===== config.mk =====
export PLATFORM = sky130hd
export DESIGN_NAME = umfs_top
export DESIGN_NICKNAME = d
export VERILOG_FILES = /design/src/hdl/umfs_pkg.sv /design/src/hdl/umfs_sync.sv /design/src/hdl/umfs_top.sv
export SDC_FILE = /design/constraint.sdc
export NUM_CORES = 1
export LEC_CHECK = 0
export ABC_CLOCK_PERIOD_IN_PS = 3100
export CAP_MARGIN = 20
export CORE_ASPECT_RATIO = 0.8
export CORE_MARGIN = 5
export CORE_UTILIZATION = 25
export DETAILED_ROUTE_END_ITERATION = 10
export DONT_BUFFER_PORTS = 1
export PLACE_DENSITY_LB_ADDON = 0.05
export REMOVE_ABC_BUFFERS = 1
export SLEW_MARGIN = 0
export SYNTH_ARGS = -nofsm -noshare
export SYNTH_HDL_FRONTEND = slang
export SYNTH_SLANG_ARGS = --single-unit

===== constraint.sdc =====
create_clock -name hclk -period 3.1 [get_ports hclk]
set_input_delay 0.465 -clock hclk [delete_from_list [all_inputs] [get_ports hclk]]
set_output_delay 0.465 -clock hclk [all_outputs]
set_load 0.03 [all_outputs]

===== src/hdl/umfs_pkg.sv =====
// Package of constants and carriers for the UART modem and FIFO status block
// ============================================================
// Overview of operation
// [RQ1] Word length field selects 5 to 8 bits
// [RQ2] Modem control bit 13 shows request pin level
// [RQ3] Bit 9 picks request output polarity
// [RQ4] Software bit 1 drives request pin through polarity
// [RQ5] Third channel hides modem registers as reserved
// [RQ6] Status bit 8 picks clear input polarity; the code only stores and reads back the bit, and applies it nowhere
// [RQ7] Status bit 4 shows clear pin level
// [RQ8] Clear input change sets bit 0, write-one clears
// [RQ9] Transmitter idle when FIFO empty, stop sent
// [RQ10] Write to full transmit FIFO sets bit 24
// [RQ11] Transmit full at bit 23 at FIFO depth
// [RQ12] Transmit empty set at last move, write clears
// [RQ13] Transmit pointer bits 21:16 counts occupancy
// [RQ14] Full transmit FIFO shows pointer zero
// [RQ15] Receive full at bit 15 at FIFO depth
// [RQ16] Receive empty set at last read, receive clears
// [RQ17] Receive pointer bits 13:8 counts occupancy
// [RQ18] Full receive FIFO shows pointer zero
// [RQ19] Long low line sets break bit 6
// [RQ20] Zero stop bit sets framing bit 5
// [RQ21] Bad parity sets parity bit 4
// [RQ22] Receive overrun sets bit 0, write-one clears
// [RQ23] Clear input synchronised before change detection
`default_nettype none
package umfs_pkg;
  // ============================================================
  // Register map
  localparam logic [7:0] OFS_LINE_CTRL = 8'h0C;
  localparam logic [7:0] OFS_MODEM_CONTROL = 8'h10;
  localparam logic [7:0] OFS_MODEM_STATUS = 8'h14;
  localparam logic [7:0] OFS_FIFO_STATUS = 8'h18;
  localparam logic [7:0] OFS_EVENT_CTRL = 8'h20;
  localparam logic [31:0] RST_MODEM_CONTROL = 32'h0000_0200;
  localparam logic [31:0] RST_MODEM_STATUS = 32'h0000_0110;
  localparam logic [31:0] RST_FIFO_STATUS = 32'h1040_4000;
  // ============================================================
  // Field positions
  localparam int MC_SW_REQ = 1;
  localparam int MC_REQ_POL = 9;
  localparam int MC_REQ_PIN = 13;
  localparam int MS_CHG = 0;
  localparam int MS_CLR_PIN = 4;
  localparam int MS_CLR_POL = 8;
  localparam int FS_RX_OVR = 0;
  localparam int FS_PAR = 4;
  localparam int FS_FRM = 5;
  localparam int FS_BRK = 6;
  localparam int FS_RX_PTR = 8;
  localparam int FS_RX_EMPTY = 14;
  localparam int FS_RX_FULL = 15;
  localparam int FS_TX_PTR = 16;
  localparam int FS_TX_EMPTY = 22;
  localparam int FS_TX_FULL = 23;
  localparam int FS_TX_OVR = 24;
  localparam int FS_TX_IDLE = 28;
  // Event control register bits, written 1 to pulse
  localparam int EV_RX_CHAR = 0;
  localparam int EV_RX_READ = 1;
  localparam int EV_TX_MOVE = 2;
  localparam int EV_STOP_DONE = 3;
  localparam int EV_BREAK = 4;
  localparam int EV_FRAME = 5;
  localparam int EV_PARITY = 6;
  localparam int EV_TX_WRITE = 7;
  // ============================================================
  // Carriers
  typedef struct packed {
    logic [1:0] htrans;
    logic [31:0] haddr;
    logic hwrite;
    logic [2:0] hsize;
    logic [31:0] hwdata;
    logic hsel;
    logic hready;
  } umfs_ahb_req_t;
  typedef struct packed {
    logic [31:0] hrdata;
    logic hreadyout;
    logic hresp;
  } umfs_ahb_rsp_t;
endpackage
`default_nettype wire


===== src/hdl/umfs_sync.sv =====
// Two-stage synchroniser for one level
`timescale 1ns/1ns
`default_nettype none
module umfs_sync #(
  parameter logic RESET_VALUE = 1'b0
) (
  input wire logic hclk,
  input wire logic hresetn,
  input wire logic din,
  output logic dout
);
  logic first;
  // ============================================================
  // Stages
  always_ff @(posedge hclk or negedge hresetn) begin
    if (!hresetn) begin
      first <= RESET_VALUE;
      dout <= RESET_VALUE;
    end else begin
      first <= din;
      dout <= first;
    end
  end
endmodule // umfs_sync
`default_nettype wire


===== src/hdl/umfs_top.sv =====
// UART modem control and FIFO status block with AHB-Lite register slave
//
// The AHB-Lite interface to the registers was left to the implementer.
`timescale 1ns/1ns
`default_nettype none
module umfs_top #(
  parameter int FIFO_DEPTH = 64,
  parameter logic HAS_MODEM = 1'b1
) (
  input wire logic hclk,
  input wire logic hresetn,
  input wire umfs_pkg::umfs_ahb_req_t ahb_req,
  output umfs_pkg::umfs_ahb_rsp_t ahb_rsp,
  input wire logic clear_pin,
  input wire logic modem_irq_enable,
  output logic request_pin,
  output logic modem_irq,
  output logic [1:0] char_length_select,
  output logic [3:0] char_bits
);
  typedef struct packed {
    logic aph_wr;
    logic aph_rd;
    logic [7:0] aph_ofs;
    logic [31:0] hrdata;
    logic hready_out;
    logic [1:0] char_length_select;
    logic [3:0] char_bits;
    logic sw_req;
    logic request_output_polarity;
    logic request_pin;
    logic clear_input_polarity;
    logic clear_prev;
    logic clear_change_flag;
    logic [6:0] tx_count;
    logic [6:0] rx_count;
    logic tx_empty;
    logic rx_empty;
    logic tx_ovr;
    logic rx_ovr;
    logic stop_done;
    logic line_break_flag;
    logic framing_error_flag;
    logic parity_error_flag;
    logic modem_irq;
  } umfs_state_t;

  localparam logic [6:0] DEPTH = 7'(FIFO_DEPTH);
  umfs_state_t cur, next_cur;
  logic clear_sync;
  logic take;
  logic ev_wr;
  logic [31:0] wd;
  logic [31:0] rd_mux;
  logic tx_full, rx_full, tx_push, tx_pop, rx_push, rx_pop;
  logic [5:0] tx_ptr, rx_ptr;

  // ============================================================
  // Clear input synchroniser
  umfs_sync #(
    .RESET_VALUE(umfs_pkg::RST_MODEM_STATUS[umfs_pkg::MS_CLR_PIN])
  ) u_clear_sync ( // RQ23
    .hclk(hclk),
    .hresetn(hresetn),
    .din(clear_pin),
    .dout(clear_sync)
  );

  assign take = ahb_req.hsel & ahb_req.hready & ahb_req.htrans[1];
  assign wd = ahb_req.hwdata;
  assign ev_wr = cur.aph_wr & (cur.aph_ofs == umfs_pkg::OFS_EVENT_CTRL);
  assign tx_full = (cur.tx_count == DEPTH); // RQ11
  assign rx_full = (cur.rx_count == DEPTH); // RQ15
  assign tx_ptr = tx_full ? 6'h00 : cur.tx_count[5:0]; // RQ14
  assign rx_ptr = rx_full ? 6'h00 : cur.rx_count[5:0]; // RQ18

  // ============================================================
  // Read mux
  always_comb begin
    rd_mux = 32'h0000_0000;
    unique case (cur.aph_ofs)
      umfs_pkg::OFS_LINE_CTRL: rd_mux[1:0] = cur.char_length_select;
      umfs_pkg::OFS_MODEM_CONTROL: begin
        if (HAS_MODEM) begin // RQ5
          rd_mux[umfs_pkg::MC_SW_REQ] = cur.sw_req;
          rd_mux[umfs_pkg::MC_REQ_POL] = cur.request_output_polarity;
          rd_mux[umfs_pkg::MC_REQ_PIN] = cur.request_pin; // RQ2
        end
      end
      umfs_pkg::OFS_MODEM_STATUS: begin
        if (HAS_MODEM) begin // RQ5
          rd_mux[umfs_pkg::MS_CHG] = cur.clear_change_flag;
          rd_mux[umfs_pkg::MS_CLR_PIN] = clear_sync; // RQ7
          rd_mux[umfs_pkg::MS_CLR_POL] = cur.clear_input_polarity;
        end
      end
      umfs_pkg::OFS_FIFO_STATUS: begin
        rd_mux[umfs_pkg::FS_TX_IDLE] = cur.tx_empty & cur.stop_done; // RQ9
        rd_mux[umfs_pkg::FS_TX_OVR] = cur.tx_ovr;
        rd_mux[umfs_pkg::FS_TX_FULL] = tx_full;
        rd_mux[umfs_pkg::FS_TX_EMPTY] = cur.tx_empty;
        rd_mux[umfs_pkg::FS_TX_PTR +: 6] = tx_ptr; // RQ13
        rd_mux[umfs_pkg::FS_RX_FULL] = rx_full;
        rd_mux[umfs_pkg::FS_RX_EMPTY] = cur.rx_empty;
        rd_mux[umfs_pkg::FS_RX_PTR +: 6] = rx_ptr; // RQ17
        rd_mux[umfs_pkg::FS_BRK] = cur.line_break_flag;
        rd_mux[umfs_pkg::FS_FRM] = cur.framing_error_flag;
        rd_mux[umfs_pkg::FS_PAR] = cur.parity_error_flag;
        rd_mux[umfs_pkg::FS_RX_OVR] = cur.rx_ovr;
      end
      default: rd_mux = 32'h0000_0000;
    endcase
  end

  // ============================================================
  // Next state
  always_comb begin
    logic wr_lcr, wr_mc, wr_ms, wr_fs, wr_ev, req_level;
    wr_lcr = 1'b0;
    wr_mc = 1'b0;
    wr_ms = 1'b0;
    wr_fs = 1'b0;
    wr_ev = 1'b0;
    req_level = 1'b0;
    next_cur = cur;
    // Address phase capture
    next_cur.aph_wr = take & ahb_req.hwrite;
    next_cur.aph_rd = take & ~ahb_req.hwrite;
    next_cur.aph_ofs = ahb_req.haddr[7:0];
    if (take & ~ahb_req.hwrite) begin
      next_cur.aph_ofs = ahb_req.haddr[7:0];
    end
    // Reads get one wait state so that hrdata comes from a register
    next_cur.hrdata = 32'h0000_0000;
    next_cur.hready_out = 1'b1;
    if (take & ~ahb_req.hwrite) begin
      next_cur.hready_out = 1'b0;
    end
    if (cur.aph_rd) begin
      next_cur.hrdata = rd_mux;
    end
    if (cur.aph_wr) begin
      wr_lcr = (cur.aph_ofs == umfs_pkg::OFS_LINE_CTRL);
      wr_mc = (cur.aph_ofs == umfs_pkg::OFS_MODEM_CONTROL) & HAS_MODEM;
      wr_ms = (cur.aph_ofs == umfs_pkg::OFS_MODEM_STATUS) & HAS_MODEM;
      wr_fs = (cur.aph_ofs == umfs_pkg::OFS_FIFO_STATUS);
      wr_ev = (cur.aph_ofs == umfs_pkg::OFS_EVENT_CTRL);
    end
    tx_push = wr_ev & wd[umfs_pkg::EV_TX_WRITE];
    tx_pop = wr_ev & wd[umfs_pkg::EV_TX_MOVE] & (cur.tx_count != 7'h00);
    rx_push = wr_ev & wd[umfs_pkg::EV_RX_CHAR];
    rx_pop = wr_ev & wd[umfs_pkg::EV_RX_READ] & (cur.rx_count != 7'h00);
    if (wr_lcr) begin
      next_cur.char_length_select = wd[1:0]; // RQ1
    end
    next_cur.char_bits = 4'(next_cur.char_length_select) + 4'h5; // RQ1
    if (wr_mc) begin
      next_cur.sw_req = wd[umfs_pkg::MC_SW_REQ];
      next_cur.request_output_polarity = wd[umfs_pkg::MC_REQ_POL]; // RQ3
    end
    if (wr_ms) begin
      next_cur.clear_input_polarity = wd[umfs_pkg::MS_CLR_POL]; // RQ6
    end
    // Request pin: high polarity follows, low polarity inverts
    req_level = next_cur.request_output_polarity ? next_cur.sw_req
                                                 : ~next_cur.sw_req; // RQ4
    next_cur.request_pin = req_level;
    // Clear change flag: set wins over write-one clear
    next_cur.clear_prev = clear_sync;
    if (wr_ms & wd[umfs_pkg::MS_CHG]) begin
      next_cur.clear_change_flag = 1'b0;
    end
    if (HAS_MODEM & (clear_sync != cur.clear_prev)) begin
      next_cur.clear_change_flag = 1'b1; // RQ8
    end
    next_cur.modem_irq = next_cur.clear_change_flag & modem_irq_enable; // RQ8
    // Transmit FIFO occupancy
    if (wr_fs & wd[umfs_pkg::FS_TX_OVR]) begin
      next_cur.tx_ovr = 1'b0;
    end
    if (tx_push & tx_full) begin
      next_cur.tx_ovr = 1'b1; // RQ10
    end
    if ((tx_push & ~tx_full) & ~tx_pop) begin
      next_cur.tx_count = cur.tx_count + 7'h01; // RQ13
    end else if (tx_pop & ~(tx_push & ~tx_full)) begin
      next_cur.tx_count = cur.tx_count - 7'h01; // RQ13
    end
    if (tx_push & ~tx_full) begin
      next_cur.tx_empty = 1'b0; // RQ12
      next_cur.stop_done = 1'b0; // RQ9
    end else if (tx_pop & (cur.tx_count == 7'h01)) begin
      next_cur.tx_empty = 1'b1; // RQ12
    end
    if (tx_pop) begin
      next_cur.stop_done = 1'b0;
    end
    if (wr_ev & wd[umfs_pkg::EV_STOP_DONE] & next_cur.tx_empty) begin
      next_cur.stop_done = 1'b1; // RQ9
    end
    // Receive FIFO occupancy
    if (wr_fs & wd[umfs_pkg::FS_RX_OVR]) begin
      next_cur.rx_ovr = 1'b0;
    end
    if (rx_push & rx_full) begin
      next_cur.rx_ovr = 1'b1; // RQ22
    end
    if ((rx_push & ~rx_full) & ~rx_pop) begin
      next_cur.rx_count = cur.rx_count + 7'h01; // RQ17
    end else if (rx_pop & ~(rx_push & ~rx_full)) begin
      next_cur.rx_count = cur.rx_count - 7'h01; // RQ17
    end
    if (rx_push) begin
      next_cur.rx_empty = 1'b0; // RQ16
    end else if (rx_pop & (cur.rx_count == 7'h01)) begin
      next_cur.rx_empty = 1'b1; // RQ16
    end
    // Line error flags: set wins over write-one clear
    if (wr_fs & wd[umfs_pkg::FS_BRK]) begin
      next_cur.line_break_flag = 1'b0;
    end
    if (wr_fs & wd[umfs_pkg::FS_FRM]) begin
      next_cur.framing_error_flag = 1'b0;
    end
    if (wr_fs & wd[umfs_pkg::FS_PAR]) begin
      next_cur.parity_error_flag = 1'b0;
    end
    if (wr_ev & wd[umfs_pkg::EV_BREAK]) begin
      next_cur.line_break_flag = 1'b1; // RQ19
    end
    if (wr_ev & wd[umfs_pkg::EV_FRAME]) begin
      next_cur.framing_error_flag = 1'b1; // RQ20
    end
    if (wr_ev & wd[umfs_pkg::EV_PARITY]) begin
      next_cur.parity_error_flag = 1'b1; // RQ21
    end
  end

  // ============================================================
  // State register
  always_ff @(posedge hclk or negedge hresetn) begin
    if (!hresetn) begin
      cur <= '0;
      cur.request_output_polarity <= umfs_pkg::RST_MODEM_CONTROL[9];
      cur.clear_input_polarity <= umfs_pkg::RST_MODEM_STATUS[8];
      cur.rx_empty <= umfs_pkg::RST_FIFO_STATUS[14];
      cur.tx_empty <= umfs_pkg::RST_FIFO_STATUS[22];
      cur.stop_done <= umfs_pkg::RST_FIFO_STATUS[28];
      cur.request_pin <= 1'b0;
      cur.hready_out <= 1'b1;
      cur.char_bits <= 4'h5;
      cur.clear_prev <= umfs_pkg::RST_MODEM_STATUS[umfs_pkg::MS_CLR_PIN];
    end else begin
      cur <= next_cur;
    end
  end

  // ============================================================
  // Outputs
  always_comb begin
    ahb_rsp.hrdata = cur.hrdata;
    ahb_rsp.hreadyout = cur.hready_out;
    ahb_rsp.hresp = 1'b0;
  end
  assign request_pin = cur.request_pin;
  assign modem_irq = cur.modem_irq;
  assign char_length_select = cur.char_length_select;
  assign char_bits = cur.char_bits;
endmodule // umfs_top
`default_nettype wire


==> summary.md, run 1 <==
| Metric | Value |
|---|---|
| Setup tns final | `0 ps` |
| Worst-Skew Late Latency | `330 ps` |
| Max-cap viol count | `0` |
| Worst-Margin Slew | `753 ps` |
| Drt first-iter violations | `about 110` |
| ANT nets after route | `0` |
| Crit share post-route | `between 90% and 100%` |
| Share of cells above drive strength 1 | `between 15 and 20%` |
| Synth Warn # | `0` |
| Post-synth EDFFs | `0` |
| Crit path kind | `flip-flop to flip-flop` |
| Arrival time worst endpoint | `around 3100 ps` |
| Reg clk slew, reported paths | `60 ps` |
| PwrDens | `between 500 and 600 nW/um^2` |
| Io pins | `118` |
| Flops & latches, synth | `between 70 and 80` |
| Post-Syn Area per Cell | `11.2 sq um` |
| Crit path time final | `a little under 3000 ps` |
| Worst slew margin relative to its limit | `roughly 50%` |
| GRT busiest layer | `met1` |
| Met2 usage | `a little over an eighth` |
| Grt met3 use | `under 10%` |
| Sequential area share after synthesis | `54.4%` |
| Most area-consuming cells after synthesis | `dfrtp_1 46%, buf_4 9.1%, dfstp_2 8.8%` |
| Initial core utilization | `25.6%` |
| Initial antenna violation count | `0` |
| Clock tree from TritonCTS | `done` |
| HPWL Detailed | `roughly 5 mm` |
| WL/cell | `roughly 16 microns` |
| Post-synth top area share | `45.6%` |
| Largest net degree at the start of global routing | `between 70 and 80` |
| Post-Syn Area | `roughly 3300 sq um` |
| Vias post-DR | `about 1900` |
| Die area | `about 16000 sq um` |
| Final instance area | `approximately 3600 sq um` |
| Vias in the first global route | `2076` |
| Fmax | `about 0.35 GHz` |
| Met1 global-route usage | `approximately 14%` |
| H-tree Lvls | `3` |
| Kind of end point of the critical path | `flip-flop` |
| Clk sinks | `71` |
| Setup violations, final | `0` |
| First-pass GRT wire length | `11.8 mm` |
| Routed WL | `7.29 mm` |
| Tot GR Track Use | `9.75%` |
| Area delta synth->final | `9.77%` |
| DRC | `0` |
| CTS resizes | `0` |
| PortBufs | `0` |
| Final Hold Vio Count | `0` |
| FFs w/ async S/R, synth | `100%` |
| TritonCTS Buffers | `9` |
| Most numerous cell in the Yosys netlist | `dfrtp_1` |
| First-pass detailed-route iteration total | `4` |
| Synth cell types | `46` |
| Gp weighted congestion | `0.750` |
| Status | `complete, no violations` |
| Placed inst area | `around 3300 sq um` |
| RSZ-0062 raised after global routing | `false` |
| Via/cell ratio | `4.24` |
| Critical Path Start Type | `flip-flop` |
| Diodes inserted | `0` |
| Die H | `about 110 microns` |
| Root buf cell | `clkbuf_16` |
| Hold Path Class | `primary input to async pin` |
| Crit path max fanout | `9` |
| Skew final | `9.79 ps` |
| Biggest area consumer among synthesized cells | `dfrtp_1` |
| Clock Path Buffers | `2` |
| Data required time of the worst path | `between 3000 and 4000 ps` |
| Synth top cells by count | `60 x dfrtp_1, 40 x buf_4, 19 x and3_1, 15 x nand2_1, 14 x nand3_1` |
| Overflow after GRT | `0` |
| Count of pins over their slew limit | `0` |
| Die Width | `138 microns` |
| Nets | `361` |
| Num rows | `37` |
| Core Region | `between 10000 and 15000 sq um` |
| Main synth FF type | `dfrtp_1` |
| Leak | `roughly 0.0018 uW` |
| Mapped Cells | `294` |
| Maximum vdd ir drop | `between 200 and 250 uV` |
## sequential cells by signal (all words and copies together) (netlist names)
signal	cells
ahb_rsp	24
u_clear_sync.first	1
modem_irq	1
char_length_select	2
u_clear_sync.dout	1
request_pin	1
char_bits	4
cur	37
## cells in the final DEF, fill, tap and decap left out, types with 5 or more instances in the layout
cell type and n:
dfrtp_1 60, a21oi_1 8, ha_1 10, nand3_1 14, nand2_1 15, inv_1 10
nor2_1 8, xor2_1 9, buf_4 11, xnor2_1 8, o21ai_1 7, mux2_1 5
dfstp_2 11, conb_1 10, and3_1 19, clkbuf_16 9
## worst paths after layout
check,start,end,slack (ps),cells past startpoint
min in group hclk,clear_pin,u_clear_sync.first,130,0
setup reg to reg,cur[17],cur[21],210,11
max in group asynchronous,hresetn,char_bits[0],2750,1
setup / recovery,cur[17],cur[21],210,11
hold reg to reg,u_clear_sync.first,u_clear_sync.dout,360,0
hold / removal,hresetn,ahb_rsp[22],20,1
## cells by family after synthesis
logic type	after synthesis	share of synthesized area [%]
compound gates	31	5.93
xor+xnor	17	4.52
fa+ha+maj	10	3.80
buf+inv	62	11.8
flops	71	54.4
mux	9	2.97
other cells	1	0.114
simple gates	93	16.4
## layer usage
layer / share of wire [%] / vias to the layer above / routed length, microns
met2: 41 / 58 / 3000
li1: - / 919 / -
met3: 7.0 / 10 / 507
met4: 1.7 / 0 / 123
met1: 50 / 940 / 3660
met5: 0 / - / 0
## cell type report
cell class | instances | area, sq um
Inverter | 11 | 41.3
Tap cell | 175 | 219
Multi-Input combinational cell | 170 | 1140
Fill cell | 1365 | 9260
Clock inverter | 6 | 67.6
Clock buffer | 10 | 239
Timing Repair Buffer | 12 | 110
Sequential cell | 71 | 1790
## critical path, cell delays in order (launching register included)
cell	delay [ps]
dfrtp_1	370
inv_1	90
ha_1	190
or3b_4	410
or4b_4	580
nand3_2	120
inv_2	40
ha_1	300
and4_1	240
o21ai_1	210
a21oi_1	80
xor2_1	140
## timing repair
| item | CTS | global route |
|---|---|---|
| hold buffers | 1 | 0 |
| endpoints found under the setup margin | 0 | 0 |
| hold endpoints to repair | 71 | 0 |
| buffers inserted | 0 | 0 |
## per-stage QoR
step / setup WS, ps / power, uW / instances / hold slack, ps / utilization [%]
6_report: 206 / 2090 / 455 / 16.5 / 28.1
4_1_cts: 169 / 2130 / 455 / 23.2 / 28.1
3_5_place_dp: 177 / 1030 / 438 / 172 / 25.5
2_1_floorplan: 382 / 1010 / 252 / 169 / -
3_3_place_gp: 157 / 1030 / 438 / 171 / 25.5
5_1_grt: 46.5 / 2170 / 455 / 34.4 / 28.1
## power by group
group	total, uW	internal, uW	switching, uW
Combinational	70.0	19.3	50.7
Clock	1060	648	412
Sequential	962	945	17.1
Total	2090	1610	480
Power figures use the tool's default switching activity.
==> inputs of run 2 (changes only) <==
==> constraint.sdc (replaced) <==
create_clock -name hclk -period 3.1 [get_ports hclk]
set_input_delay 0 -clock hclk [delete_from_list [all_inputs] [get_ports hclk]]
set_output_delay 0 -clock hclk [all_outputs]
set_load 0.02 [all_outputs]
==> run 2 against run 1 <==
Global-route usage grew 0.28 points. Total power rose by 1.1%. Sequential share of layout area shrank 3.5 points. Final cell count increased by 5.9%. Routed wire length increased by 2.6%. Critical path type unchanged.
==> summary.md, run 2 (synthesis results as in run 1) <==
| Metric | Value |
|---|---|
| Status | `complete, no violations (unchanged)` |
| Reg2Reg Depth | `11 (unchanged)` |
| Hold depth | `4` |
| Critical Path Start Type | `flip-flop (unchanged)` |
| Crit path max fanout | `9 (unchanged)` |
| Diodes inserted | `0 (unchanged)` |
| Initial antenna violation count | `0 (unchanged)` |
| Critical path buffers and inverters | `2 (unchanged)` |
| Fmax | `0.346 GHz (about the same)` |
| Comb power frac | `4.4% (was 3.3%)` |
| Num rows | `37 (unchanged)` |
| TritonCTS Buffers | `9 (unchanged)` |
| Arrival time worst endpoint | `3110 ps (about the same)` |
| WL/cell | `15.5 microns (was 16.0 microns)` |
| Final core utilization | `30.2% (was 28.1%)` |
| Vias in the first global route | `2165 (was 2076)` |
| RSZ-0062 raised after global routing | `false (unchanged)` |
| PwrDens | `545 nW/um^2 (was 579 nW/um^2)` |
| Post-placement cell count | `438 (unchanged)` |
| Sequential power share | `45.4% (was 46.0%)` |
| Crit path kind | `flip-flop to flip-flop (unchanged)` |
| Routed WL | `7.48 mm (was 7.29 mm)` |
| Worst-Margin Slew | `728 ps (was 753 ps)` |
| Vias post-DR | `2020 (was 1927)` |
| Io pins | `118 (unchanged)` |
| Clock Path Buffers | `2 (unchanged)` |
| Root buf cell | `clkbuf_16 (unchanged)` |
| Psw | `483 uW (was 480 uW)` |
| Count of pins over their slew limit | `0 (unchanged)` |
| Largest net degree at the start of global routing | `72 (unchanged)` |
| CP delay by family, top | `simple AND/OR/NAND/NOR gates (unchanged)` |
| Die H | `113 microns (unchanged)` |
| Cell Chain, Critical Path | `inv_1, ha_1, or3b_4, or4b_4, nand3_2, inv_2, ha_1, and4_1, o21ai_1, a21oi_1, xor2_1 (unchanged)` |
| Share of cells above drive strength 1 | `14.7% (was 16.1%)` |
| ANT nets after route | `0 (unchanged)` |
| Area delta synth->final | `18.0% (was 9.77%)` |
| H-tree Lvls | `3 (unchanged)` |
| Max-cap viol count | `0 (unchanged)` |
| Reg clk slew, reported paths | `60 ps (about the same)` |
| Core Region | `12900 sq um (unchanged)` |
| Max reg flops | `37 (unchanged)` |
| Worst-Skew Late Latency | `330 ps (about the same)` |
| First-pass detailed-route iteration total | `4 (unchanged)` |
| Final Hold Vio Count | `0 (unchanged)` |
| Final instance area | `3880 sq um (was 3610 sq um)` |
| Via/cell ratio | `4.19 (was 4.24)` |
| Clk sinks | `71 (unchanged)` |
| Leak | `0.00187 uW (was 0.00176 uW)` |
| Switching share of power | `22.9% (was 23.0%)` |
| Commonest non-fill, non-tap cell in the layout | `dfrtp_1 (unchanged)` |
| Reg2Reg Setup Slack | `210 ps (about the same)` |
| Setup violations, final | `0 (unchanged)` |
| Die Width | `138 microns (unchanged)` |
| CTS resizes | `0 (unchanged)` |
| Crit path time final | `2890 ps (about the same)` |
| Internal power | `1630 uW (was 1610 uW)` |
| CP peak stage delay | `580 ps (about the same)` |
| Clock network fraction of total power | `50.2% (was 50.7%)` |
| Worst slew margin relative to its limit | `51.5% (was 49.8%)` |
| Setup tns final | `0 ps (unchanged)` |
| Drt first-iter violations | `88 (was 111)` |
| Fin worst setup slack | `206 ps (about the same)` |
| Placed inst area | `3280 sq um (unchanged)` |
| DRC | `0 (unchanged)` |
| HPWL Detailed | `5.11 mm (unchanged)` |
| Commonest non-fill, non-tap cells in the layout | `60 x dfrtp_1, 27 x dlygate4sd3_1, 19 x and3_1, 15 x nand2_1, 14 x nand3_1 (was 60 x dfrtp_1, 19 x and3_1, 15 x nand2_1, 14 x nand3_1)` |
| Nets | `388 (was 361)` |
| Tot GR Track Use | `10.0% (was 9.75%)` |
| Setup WS pre-CTS | `177 ps (unchanged)` |
| Kind of end point of the critical path | `flip-flop (unchanged)` |
| Data required time of the worst path | `3320 ps (about the same)` |
| Initial core utilization | `25.6% (unchanged)` |
| Overflow after GRT | `0 (unchanged)` |
| Crit-path most repeated cell | `ha_1 (unchanged)` |
| Die area | `15600 sq um (unchanged)` |
| Clock tree from TritonCTS | `done (unchanged)` |
| First-pass GRT wire length | `12.1 mm (was 11.8 mm)` |
| Biggest register | `cur (unchanged)` |
| Critical path depth | `11 (unchanged)` |
| Slowest stage cell, crit path | `or4b_4 (unchanged)` |
| Hold Path Class | `primary input to flip-flop (was primary input to async pin)` |
| Non-Filler Instances | `482 (was 455)` |
| PortBufs | `0 (unchanged)` |
| Crit share post-route | `93.4% (about the same)` |
| Gp weighted congestion | `0.750 (unchanged)` |
| Maximum vdd ir drop | `232 uV (about the same)` |
| Skew final | `10.3 ps (was 9.79 ps)` |
[run 2: cell types whose count changed in the layout (fill, tap and decap cells not counted)]
| cell | change |
|---|---|
| dlygate4sd3_1 | +27 |
[run 2: worst paths after layout]
kind                                     end          startpoint
max                                  cur[21]             cur[17]
min                                   cur[4]          ahb_req[4]
max reg2reg                          cur[21]             cur[17]
min reg2reg                u_clear_sync.dout  u_clear_sync.first
max in group asynchronous       char_bits[2]             hresetn
min in group asynchronous        ahb_rsp[22]             hresetn
[run 2: layout make-up]
| cell class | count | area, sq um |
|---|---|---|
| Multi-Input combinational cell | 170 | 1140 |
| Inverter | 11 | 41.3 |
| Tap cell | 175 | 219 |
| Fill cell | 1355 | 8990 |
| Sequential cell | 71 | 1790 |
| Clock buffer | 10 | 239 |
| Timing Repair Buffer | 39 | 380 |
| Clock inverter | 6 | 67.6 |
[run 2: power by group through the flow]
stage	sequential, uW	clock [uW]	combinational, uW
floorplan	974	0	32.5
global placement	977	0	43.2
detailed placement	976	0	43.0
CTS	960	1100	96.2
global route	962	1120	106
finish	959	1060	93.2
[run 2: repair_timing]
item | 4_1_cts | 5_1_grt
setup buffers | 0 | 0
endpoints found under the hold margin | 103 | 0
hold buffers | 28 | 0
[run 2: routing by layer]
layer	vias to the layer above	GRT usage, %	part of all wire [%]	routed length (microns)
met3	10	4.17	6.3	468
li1	972	-	-	-
met5	-	0	0	0
met4	0	3.62	1.6	123
met2	55	13.6	41	3100
met1	983	14.2	51	3790
[run 2: worst min-delay path, cell delays in order]
cell and delay, ps:
nand3_1 70, ha_1 150, nand2_1 60, o21ai_2 50
[run 2: through the flow]
stage                     hold WS [ps]  power (uW)
after floorplan                   -296        1010
after global placement            -294        1020
after detailed placement          -293        1020
after CTS                         18.0        2150
after global routing              65.2        2190
final                             27.8        2120
